===== config.mk =====
export PLATFORM = sky130hd
export DESIGN_NAME = pdmc_power_down
export DESIGN_NICKNAME = d
export VERILOG_FILES = /design/src/common/pdmc_pkg.sv /design/src/core/pdmc_power_down.sv /design/src/core/pdmc_sync.sv /design/src/core/pdmc_prescaler.sv
export SDC_FILE = /design/constraint.sdc
export NUM_CORES = 1
export LEC_CHECK = 0
export ABC_AREA = 1
export BUFFER_PORTS_ARGS = -buffer_cell sky130_fd_sc_hd__buf_2
export CAP_MARGIN = 40
export CORE_ASPECT_RATIO = 0.75
export CORE_MARGIN = 3
export CORE_UTILIZATION = 39
export DETAILED_ROUTE_END_ITERATION = 10
export PLACE_DENSITY_LB_ADDON = 0.05
export SLEW_MARGIN = 20
export SYNTH_ARGS = -nofsm -noshare
export SYNTH_HDL_FRONTEND = slang
export SYNTH_SLANG_ARGS = --single-unit

===== constraint.sdc =====
create_clock -name clk -period 2.1 [get_ports clk]
set_clock_uncertainty 0.1 [all_clocks]
set_input_delay 0.42 -clock clk [delete_from_list [all_inputs] [get_ports clk]]
set_output_delay 0.42 -clock clk [all_outputs]
set_load 0.01 [all_outputs]

===== src/common/pdmc_pkg.sv =====
// Functional notes
// - sleep instruction with standby select clear enters sleep mode; reset default.
// - sleep instruction with standby select set enters software standby instead.
// - sleep halts the cpu; clock, peripherals, ram and ports keep running or held.
// - an accepted interrupt ends sleep and starts cpu handling or a transfer.
// - after a waking transfer the cpu resumes after sleep unless count reached zero.
// - interrupt at or below the cpu mask level stays pending; sleep continues.
// - a peripheral interrupt disabled by its enable bit never wakes sleep.
// - reset pin low during sleep goes straight to the reset state.
// - standby pin low in sleep or software standby enters hardware standby at once.
// - software standby stops clock, cpu, peripherals; peripherals initialised; cpu, ram, ports kept.
// - watchdog must be stopped first; standby select cannot be set while watchdog enabled.
// - standby select cleared on nmi recovery, on reset and on hardware standby entry.
// - bits 6 to 0 of standby control ignore writes and read as one.
// - nmi in software standby counts watchdog from 00; overflow from ff resumes chip.
// - reset low in software standby starts oscillator; release restarts the whole chip.
// - standby pin low enters hardware standby from anywhere; exit needs pin high then reset.
//
// shared constants of the power-down mode controller.
// assumes an 8-bit register port with 16-bit byte addresses.
package pdmc_pkg;

  localparam logic [15:0] PDMC_ADDR_STANDBY_CONTROL = 16'hff13;
  localparam logic [15:0] PDMC_ADDR_STATUS          = 16'hff14;

  localparam int          PDMC_STANDBY_SELECT_BIT_BIT             = 7;
  localparam logic [7:0]  PDMC_STANDBY_CONTROL_RST  = 8'h7f;
  localparam logic [6:0]  PDMC_RESERVED_ONES        = 7'h7f;

  localparam logic [7:0]  PDMC_WDT_START            = 8'h00;
  localparam logic [7:0]  PDMC_WDT_TOP              = 8'hff;

  localparam int          PDMC_PRESCALE_W           = 12;
  // divide ratio of each watchdog rate, as a power of two
  localparam logic [3:0]  PDMC_RATE_SHIFT [8]       = '{4'h1, 4'h5, 4'h6, 4'h7, 4'h8, 4'h9, 4'hb, 4'hc};

  typedef enum logic [2:0] {
    PD_RUN,
    PD_SLEEP,
    PD_SW_HW_STANDBY_PIN_N,
    PD_OSC_WAIT,
    PD_XFER,
    PD_HW_HW_STANDBY_PIN_N
  } pdmc_mode_e;

endpackage


===== src/core/pdmc_power_down.sv =====
// power-down mode controller: sleep, software standby and hardware standby.
// assumes reset_n is the chip reset pin, the standby pin is asynchronous,
// and cpu, interrupt, transfer and watchdog signals come from logic on clk.
`timescale 1ns/10ps
module pdmc_power_down
  import pdmc_pkg::*;
(
  input  wire logic        clk,
  input  wire logic        reset_n,
  input  wire logic        hwStandbyPin_n,
  input  wire logic        sleepExec,
  input  wire logic        irqReq,
  input  wire logic        irqEnable,
  input  wire logic [2:0]  irqLevel,
  input  wire logic [2:0]  cpuMaskLevel,
  input  wire logic        nmiReq,
  input  wire logic        xferService,
  input  wire logic        xferDone,
  input  wire logic        xferCountZero,
  input  wire logic        watchdogEnable,
  input  wire logic [2:0]  watchdogRateSelect,
  input  wire logic [15:0] regAddr,
  input  wire logic [7:0]  regWrData,
  input  wire logic        regWr,
  input  wire logic        regRd,
  output logic [7:0]       regRdData,
  output logic             cpuHalt,
  output logic             clockStop,
  output logic             periphInit,
  output logic             portFloat,
  output logic             oscRun,
  output logic             watchdogClockOnly,
  output logic             irqStart,
  output logic             xferStart,
  output logic             nmiStart,
  output logic             resumeNext,
  output logic [2:0]       powerMode
);

  ////////////////////////////////////////////////////////////////////////////
  // state

  typedef struct packed {
    pdmc_mode_e mode;
    logic       standbySelect;
    logic [7:0] wdtCount;
    logic       cpuHalt;
    logic       clockStop;
    logic       periphInit;
    logic       portFloat;
    logic       oscRun;
    logic       wdtClockOnly;
    logic       irqStart;
    logic       xferStart;
    logic       nmiStart;
    logic       resumeNext;
    logic [7:0] rdData;
  } pdmc_state_s;

  localparam pdmc_state_s PDMC_STATE_RST = '{
    mode:          PD_RUN,
    standbySelect: 1'b0,
    wdtCount:      PDMC_WDT_START,
    cpuHalt:       1'b0,
    clockStop:     1'b0,
    periphInit:    1'b0,
    portFloat:     1'b0,
    oscRun:        1'b1,
    wdtClockOnly:  1'b0,
    irqStart:      1'b0,
    xferStart:     1'b0,
    nmiStart:      1'b0,
    resumeNext:    1'b0,
    rdData:        8'h00
  };

  pdmc_state_s st;
  pdmc_state_s next_st;
  logic        pinHigh;
  logic        wdtTick;
  logic        irqAccepted;
  logic        wakeEvent;
  logic        ctrlWrite;

  ////////////////////////////////////////////////////////////////////////////
  // helpers

  pdmc_sync #(
    .RST_VAL (1'b1)
  ) u_hw_standby_pin_n_sync (
    .clk     (clk),
    .reset_n (reset_n),
    .pinIn   (hwStandbyPin_n),
    .pinSync (pinHigh)
  );

  pdmc_prescaler u_prescaler (
    .clk     (clk),
    .reset_n (reset_n),
    .run     (st.mode == PD_OSC_WAIT),
    .rateSel (watchdogRateSelect),
    .tick    (wdtTick)
  );

  // a disabled source raises nothing; a low level stays pending
  assign irqAccepted = irqReq && irqEnable && (irqLevel > cpuMaskLevel);
  assign wakeEvent   = irqAccepted || nmiReq;
  assign ctrlWrite   = regWr && (regAddr == PDMC_ADDR_STANDBY_CONTROL);

  ////////////////////////////////////////////////////////////////////////////
  // next state

  always_comb begin
    next_st            = st;
    next_st.irqStart   = 1'b0;
    next_st.xferStart  = 1'b0;
    next_st.nmiStart   = 1'b0;
    next_st.resumeNext = 1'b0;

    // the select bit refuses to set while the watchdog runs
    if (ctrlWrite) begin
      next_st.standbySelect = regWrData[PDMC_STANDBY_SELECT_BIT_BIT] && !watchdogEnable;
    end

    case (st.mode)
      PD_RUN: begin
        if (sleepExec) begin
          // a watchdog switched on after the bit was set still forces plain sleep
          if (st.standbySelect && !watchdogEnable) begin
            next_st.mode = PD_SW_HW_STANDBY_PIN_N;
          end else begin
            next_st.mode = PD_SLEEP;
          end
        end
      end
      PD_SLEEP: begin
        if (wakeEvent) begin
          if (xferService && !nmiReq) begin
            next_st.mode      = PD_XFER;
            next_st.xferStart = 1'b1;
          end else begin
            next_st.mode     = PD_RUN;
            next_st.irqStart = 1'b1;
          end
        end
      end
      PD_XFER: begin
        if (xferDone) begin
          next_st.mode = PD_RUN;
          // an exhausted count hands the interrupt to the cpu instead
          if (xferCountZero) begin
            next_st.irqStart = 1'b1;
          end else begin
            next_st.resumeNext = 1'b1;
          end
        end
      end
      PD_SW_HW_STANDBY_PIN_N: begin
        if (nmiReq) begin
          next_st.mode     = PD_OSC_WAIT;
          next_st.wdtCount = PDMC_WDT_START;
        end
      end
      PD_OSC_WAIT: begin
        if (wdtTick) begin
          next_st.wdtCount = st.wdtCount + 8'h01;
          if (st.wdtCount == PDMC_WDT_TOP) begin
            next_st.mode          = PD_RUN;
            next_st.nmiStart      = 1'b1;
            next_st.standbySelect = 1'b0;
          end
        end
      end
      PD_HW_HW_STANDBY_PIN_N: begin
        // only the reset pin leaves this mode
        next_st.mode = PD_HW_HW_STANDBY_PIN_N;
      end
      default: begin
        next_st.mode = PD_RUN;
      end
    endcase

    // the standby pin overrides every mode and every pending wake
    if (!pinHigh) begin
      next_st.mode          = PD_HW_HW_STANDBY_PIN_N;
      next_st.standbySelect = 1'b0;
      next_st.irqStart      = 1'b0;
      next_st.xferStart     = 1'b0;
      next_st.nmiStart      = 1'b0;
      next_st.resumeNext    = 1'b0;
    end

    // status outputs follow the next mode so they leave the flops aligned with it
    next_st.cpuHalt      = (next_st.mode != PD_RUN);
    next_st.clockStop    = (next_st.mode == PD_SW_HW_STANDBY_PIN_N) || (next_st.mode == PD_OSC_WAIT)
                           || (next_st.mode == PD_HW_HW_STANDBY_PIN_N);
    next_st.periphInit   = next_st.clockStop;
    next_st.portFloat    = (next_st.mode == PD_HW_HW_STANDBY_PIN_N);
    next_st.oscRun       = (next_st.mode != PD_SW_HW_STANDBY_PIN_N) && (next_st.mode != PD_HW_HW_STANDBY_PIN_N);
    next_st.wdtClockOnly = (next_st.mode == PD_OSC_WAIT);

    next_st.rdData = 8'h00;
    if (regRd) begin
      if (regAddr == PDMC_ADDR_STANDBY_CONTROL) begin
        next_st.rdData = {st.standbySelect, PDMC_RESERVED_ONES};
      end else if (regAddr == PDMC_ADDR_STATUS) begin
        next_st.rdData = {5'h00, st.mode};
      end else begin
        next_st.rdData = 8'h00;
      end
    end
  end

  ////////////////////////////////////////////////////////////////////////////
  // registers

  // reset pin forces the reset state from any mode and restarts the oscillator
  always_ff @(posedge clk or negedge reset_n) begin
    if (!reset_n) begin
      st <= PDMC_STATE_RST;
    end else begin
      st <= next_st;
    end
  end

  assign regRdData         = st.rdData;
  assign cpuHalt           = st.cpuHalt;
  assign clockStop         = st.clockStop;
  assign periphInit        = st.periphInit;
  assign portFloat         = st.portFloat;
  assign oscRun            = st.oscRun;
  assign watchdogClockOnly = st.wdtClockOnly;
  assign irqStart          = st.irqStart;
  assign xferStart         = st.xferStart;
  assign nmiStart          = st.nmiStart;
  assign resumeNext        = st.resumeNext;
  assign powerMode         = st.mode;
endmodule


===== src/core/pdmc_sync.sv =====
// two-stage synchroniser for asynchronous pin levels.
// assumes the input is a level held far longer than two clock periods.
`timescale 1ns/10ps
module pdmc_sync #(
  parameter logic RST_VAL = 1'b1
) (
  input  wire logic clk,
  input  wire logic reset_n,
  input  wire logic pinIn,
  output logic      pinSync
);

  logic stage1;

  always_ff @(posedge clk or negedge reset_n) begin
    if (!reset_n) begin
      stage1  <= RST_VAL;
      pinSync <= RST_VAL;
    end else begin
      stage1  <= pinIn;
      pinSync <= stage1;
    end
  end

endmodule


===== src/core/pdmc_prescaler.sv =====
// watchdog rate prescaler: one-cycle tick at the selected divide ratio.
// assumes run is held only while the stabilisation count is in progress.
`timescale 1ns/10ps
module pdmc_prescaler
  import pdmc_pkg::*;
(
  input  wire logic       clk,
  input  wire logic       reset_n,
  input  wire logic       run,
  input  wire logic [2:0] rateSel,
  output logic            tick
);

  logic [PDMC_PRESCALE_W-1:0] count;
  logic [PDMC_PRESCALE_W-1:0] mask;

  always_comb begin
    mask = PDMC_PRESCALE_W'((13'h0001 << PDMC_RATE_SHIFT[rateSel]) - 13'h0001);
    tick = run && ((count & mask) == mask);
  end

  // restarts from zero each wait so the first tick is a full period away
  always_ff @(posedge clk or negedge reset_n) begin
    if (!reset_n) begin
      count <= '0;
    end else if (run) begin
      count <= count + PDMC_PRESCALE_W'(1'b1);
    end else begin
      count <= '0;
    end
  end

endmodule


==> results.md <==
* Crit path kind: in -> reg
* Post-synth EDFFs at 0
* Synth Instances at 305
* Area growth syn-to-layout at 30.5%
* Worst EP arrival at 2.60 ns
* Top cell type's share of synthesized area at 0.378
* Initial Util at 0.412
* Reg power frac at 0.521
* Cell Area, Synth at 2450 um^2
* Clock sinks at 40
* WP depth at 20
* CP delay by family, top: simple AND/OR/NAND/NOR gates
* Cell-internal power at 0.00110 W
* Async S/R FF share, synth at 1.00
* Tcrit/Tclk final at 1.20
* Worst IR Drop VDD at 0.367 mV
* Worst Setup SP: watchdogRateSelect[0]
* Post-DP HPWL at 4480 um
* RePlAce Congestion at 0.808
* Warning count from the yosys run at 0
* Die height at 74.6 um
* Ports at 67
* Capturing point of the worst reg2reg path: powerMode[0]
* Switch Pwr at 0.000389 W
* Power, Total at 0.00149 W
* Critical Path Fanout Max at 8
* Slew @ Worst Pin at 0.507 ns
* FMAX at 397 MHz
* Top_reg_cell synth: dfrtp_1
* Number of buffers created by CTS at 5
* Max-Cap Viols at 0
* TritonCTS clock tree: done
* Avg Vias per Cell at 4.65
* DIE WIDTH at 97.5 um
* Diode count at 0
* Layout cells sized above 1 at 0.368
* Max Buffers Root-to-Sink at 2
* Combinational power share at 0.142
* Failing checks: setup timing
* Clock network power share at 0.337
* Worst-path clk slew at 0.07 ns
* WL per Instance at 12.1 um
* Crit path to: st[25]
* Final cell area excluding filler cells at 3200 um^2
* All-layer global routing usage at 0.157
* Buffers on Ports at 59
* Setup tns final at -6.18 ns
* Net Sw Frac at 0.261
* Nets at 449
* Unique masters post-synth at 38
* Placed inst area at 3020 um^2
* Core Area at 5950 um^2
* Bufs and invs on worst path at 3
* Initial DRC count at 93
* First-pass GRT wire length at 9070 um
* Pwr dens at 466 nW/um^2
* Critical Path Source Type: primary input
* Worst-skew pair later-pin latency at 0.29 ns
* Initial antenna violation count at 0
* Final setup viols at 17
* Htree depth at 2
* Register bit count reported by yosys at 40
* Final number of hold-violating endpoints at 0
* RSZ-0062 raised after global routing: yes
* Final Core Density at 0.538
* WP data required at 2.18 ns
* Fin worst setup slack at -0.416 ns
* Slowest cell on the critical path: ha_4
* Total wire length at 5730 um
* Pin count of the biggest net entering global routing at 41
* Syn nets at 361
* Root Driver: clkbuf_8
* Pre-CTS WS at -0.769 ns
* Setup slack, reg-to-reg at 0.11 ns
* CP max stage delay at 0.27 ns
* Run status: finished with violations
* Vias in the first global route at 1869
* Worst-path cell chain: buf_8, clkinvlp_4, ha_4, nand2_4, inv_4, nor2_8, nand3_4, ha_4, nor2_2, nor2_1, nand2_1, nor2_1, nand3_1, nor2_1, nand2_1, nor2_4, nand2_4, nand2_4, nand3_2, and3_1
* Crit path time final at 2.52 ns
* Vias at 2194
* Max-slew headroom at 0.662
* Placement Rows at 24
* Fin. max-slew vios at 0
* Class of the worst hold path: in -> async
* Register area share after synthesis at 0.410
* Die footprint at 7280 um^2
* Area contributors post-synth: dfrtp_1 38%, inv_1 7.5%, nand2_1 6.4%
* Reg2Reg Depth at 12
* Leak Pwr at 1.65 nW
* Synth Area per Inst at 8.03 um^2
* TritonRoute pass-1 iters at 4
* Overflow after GRT at 0
* Setup crit end kind: flip-flop
* Antenna viol nets, final at 0
* # DRC at 0
* RR Startpoint: st[18]
* Post-synth top area cell: dfrtp_1
==> metrics by stage <==
step	hold WS, ns	cells
after floorplan	0.0244	305
after global placement	0.246	458
after detailed placement	0.248	458
after CTS	0.0948	468
after global routing	0.0981	472
final	0.0751	472
==> kinds of logic after synthesis <==
logic type,Yosys count,synth area share
compound gates,39,0.0975
xor+xnor,2,0.00715
fa+ha+maj,10,0.0511
buf+inv,66,0.124
flops,40,0.410
simple gates,148,0.311
==> how the worst min path moves through the flow <==
stage | slack (ns) | end | start | cells after the start
after floorplan | 0.02 | cpuHalt | reset_n | 0
after global placement | 0.25 | u_hw_standby_pin_n_sync.pinSync | u_hw_standby_pin_n_sync.stage1 | 0
after detailed placement | 0.25 | u_hw_standby_pin_n_sync.pinSync | u_hw_standby_pin_n_sync.stage1 | 0
after CTS | 0.09 | st[23] | reset_n | 2
after global routing | 0.1 | u_hw_standby_pin_n_sync.stage1 | hwStandbyPin_n | 1
final | 0.08 | st[21] | reset_n | 2
==> what timing repair did <==
item / in CTS / in global routing
endpoints found under the setup margin: 17 / 17
resized for setup: 5 / 7
setup buffers: 2 / 4
pin swaps: 13 / 14
cloned: 0 / 0
hold endpoints to repair: 0 / 0
hold buffers: 0 / 0
==> state kept, by name, indices dropped and copies added (netlist names) <==
name,cells
oscRun,1
u_hw_standby_pin_n_sync.stage1,1
powerMode,3
st,9
resumeNext,1
u_hw_standby_pin_n_sync.pinSync,1
cpuHalt,1
portFloat,1
xferStart,1
u_prescaler.count,12
regRdData,5
nmiStart,1
periphInit,1
irqStart,1
watchdogClockOnly,1
==> layout make-up <==
| cell class | count | area, um^2 |
|---|---|---|
| fill | 586 | 2750 |
| timing repair buffer | 94 | 568 |
| clock inverter | 2 | 12.5 |
| inverter | 53 | 205 |
| multi-input combinational | 199 | 1240 |
| sequential | 40 | 1000 |
| tap | 78 | 97.6 |
| clock buffer | 6 | 72.6 |
==> Yosys cell counts, types with 2 or more instances <==
cell       number
nand4_1         8
nand3_1        23
o211ai_1        2
nand3_4         2
nand3_2         4
dfstp_2         3
o2111ai_1       3
nand2_1        42
inv_2           3
o21ai_0        10
nor3_1          9
o22ai_1         2
nor2_1         39
nand2_2         5
inv_1          49
ha_1           10
o31ai_1         2
buf_4          12
nor2_4          3
nor4_1          3
o21ai_1         2
xor2_1          2
nand2_4         2
dfrtp_1        37
nor2_2          3
a21oi_1        13
==> cells in the final DEF (no fill, tap or decap), drive strengths merged, types with 2 or more instances in the layout <==
cell type,n
nor3,9
o2111ai,3
ha,10
inv,52
o21ai,12
nor4,3
nand3,29
nand2,49
o31ai,2
nand4,8
o22ai,2
xor2,2
o211ai,2
nor2,46
clkinvlp,2
dfstp,3
clkbuf,6
a21oi,14
dfrtp,37
buf,94
==> power by group through the flow <==
stage	Clock [W]	Combinational, W	Sequential [W]
4_1_cts	0.000527	0.000208	0.000776
2_1_floorplan	0	0.000100	0.000790
6_report	0.000502	0.000212	0.000776
5_1_grt	0.000559	0.000235	0.000777
3_3_place_gp	0	0.000201	0.000791
3_5_place_dp	0	0.000205	0.000791
==> layer usage <==
layer | track usage | share of wire
met3 | 0.0407 | 0.036
met5 | 0 | 0
met2 | 0.207 | 0.40
met4 | 0.0492 | 0.013
met1 | 0.247 | 0.55
(Power assumes the default switching activity.)
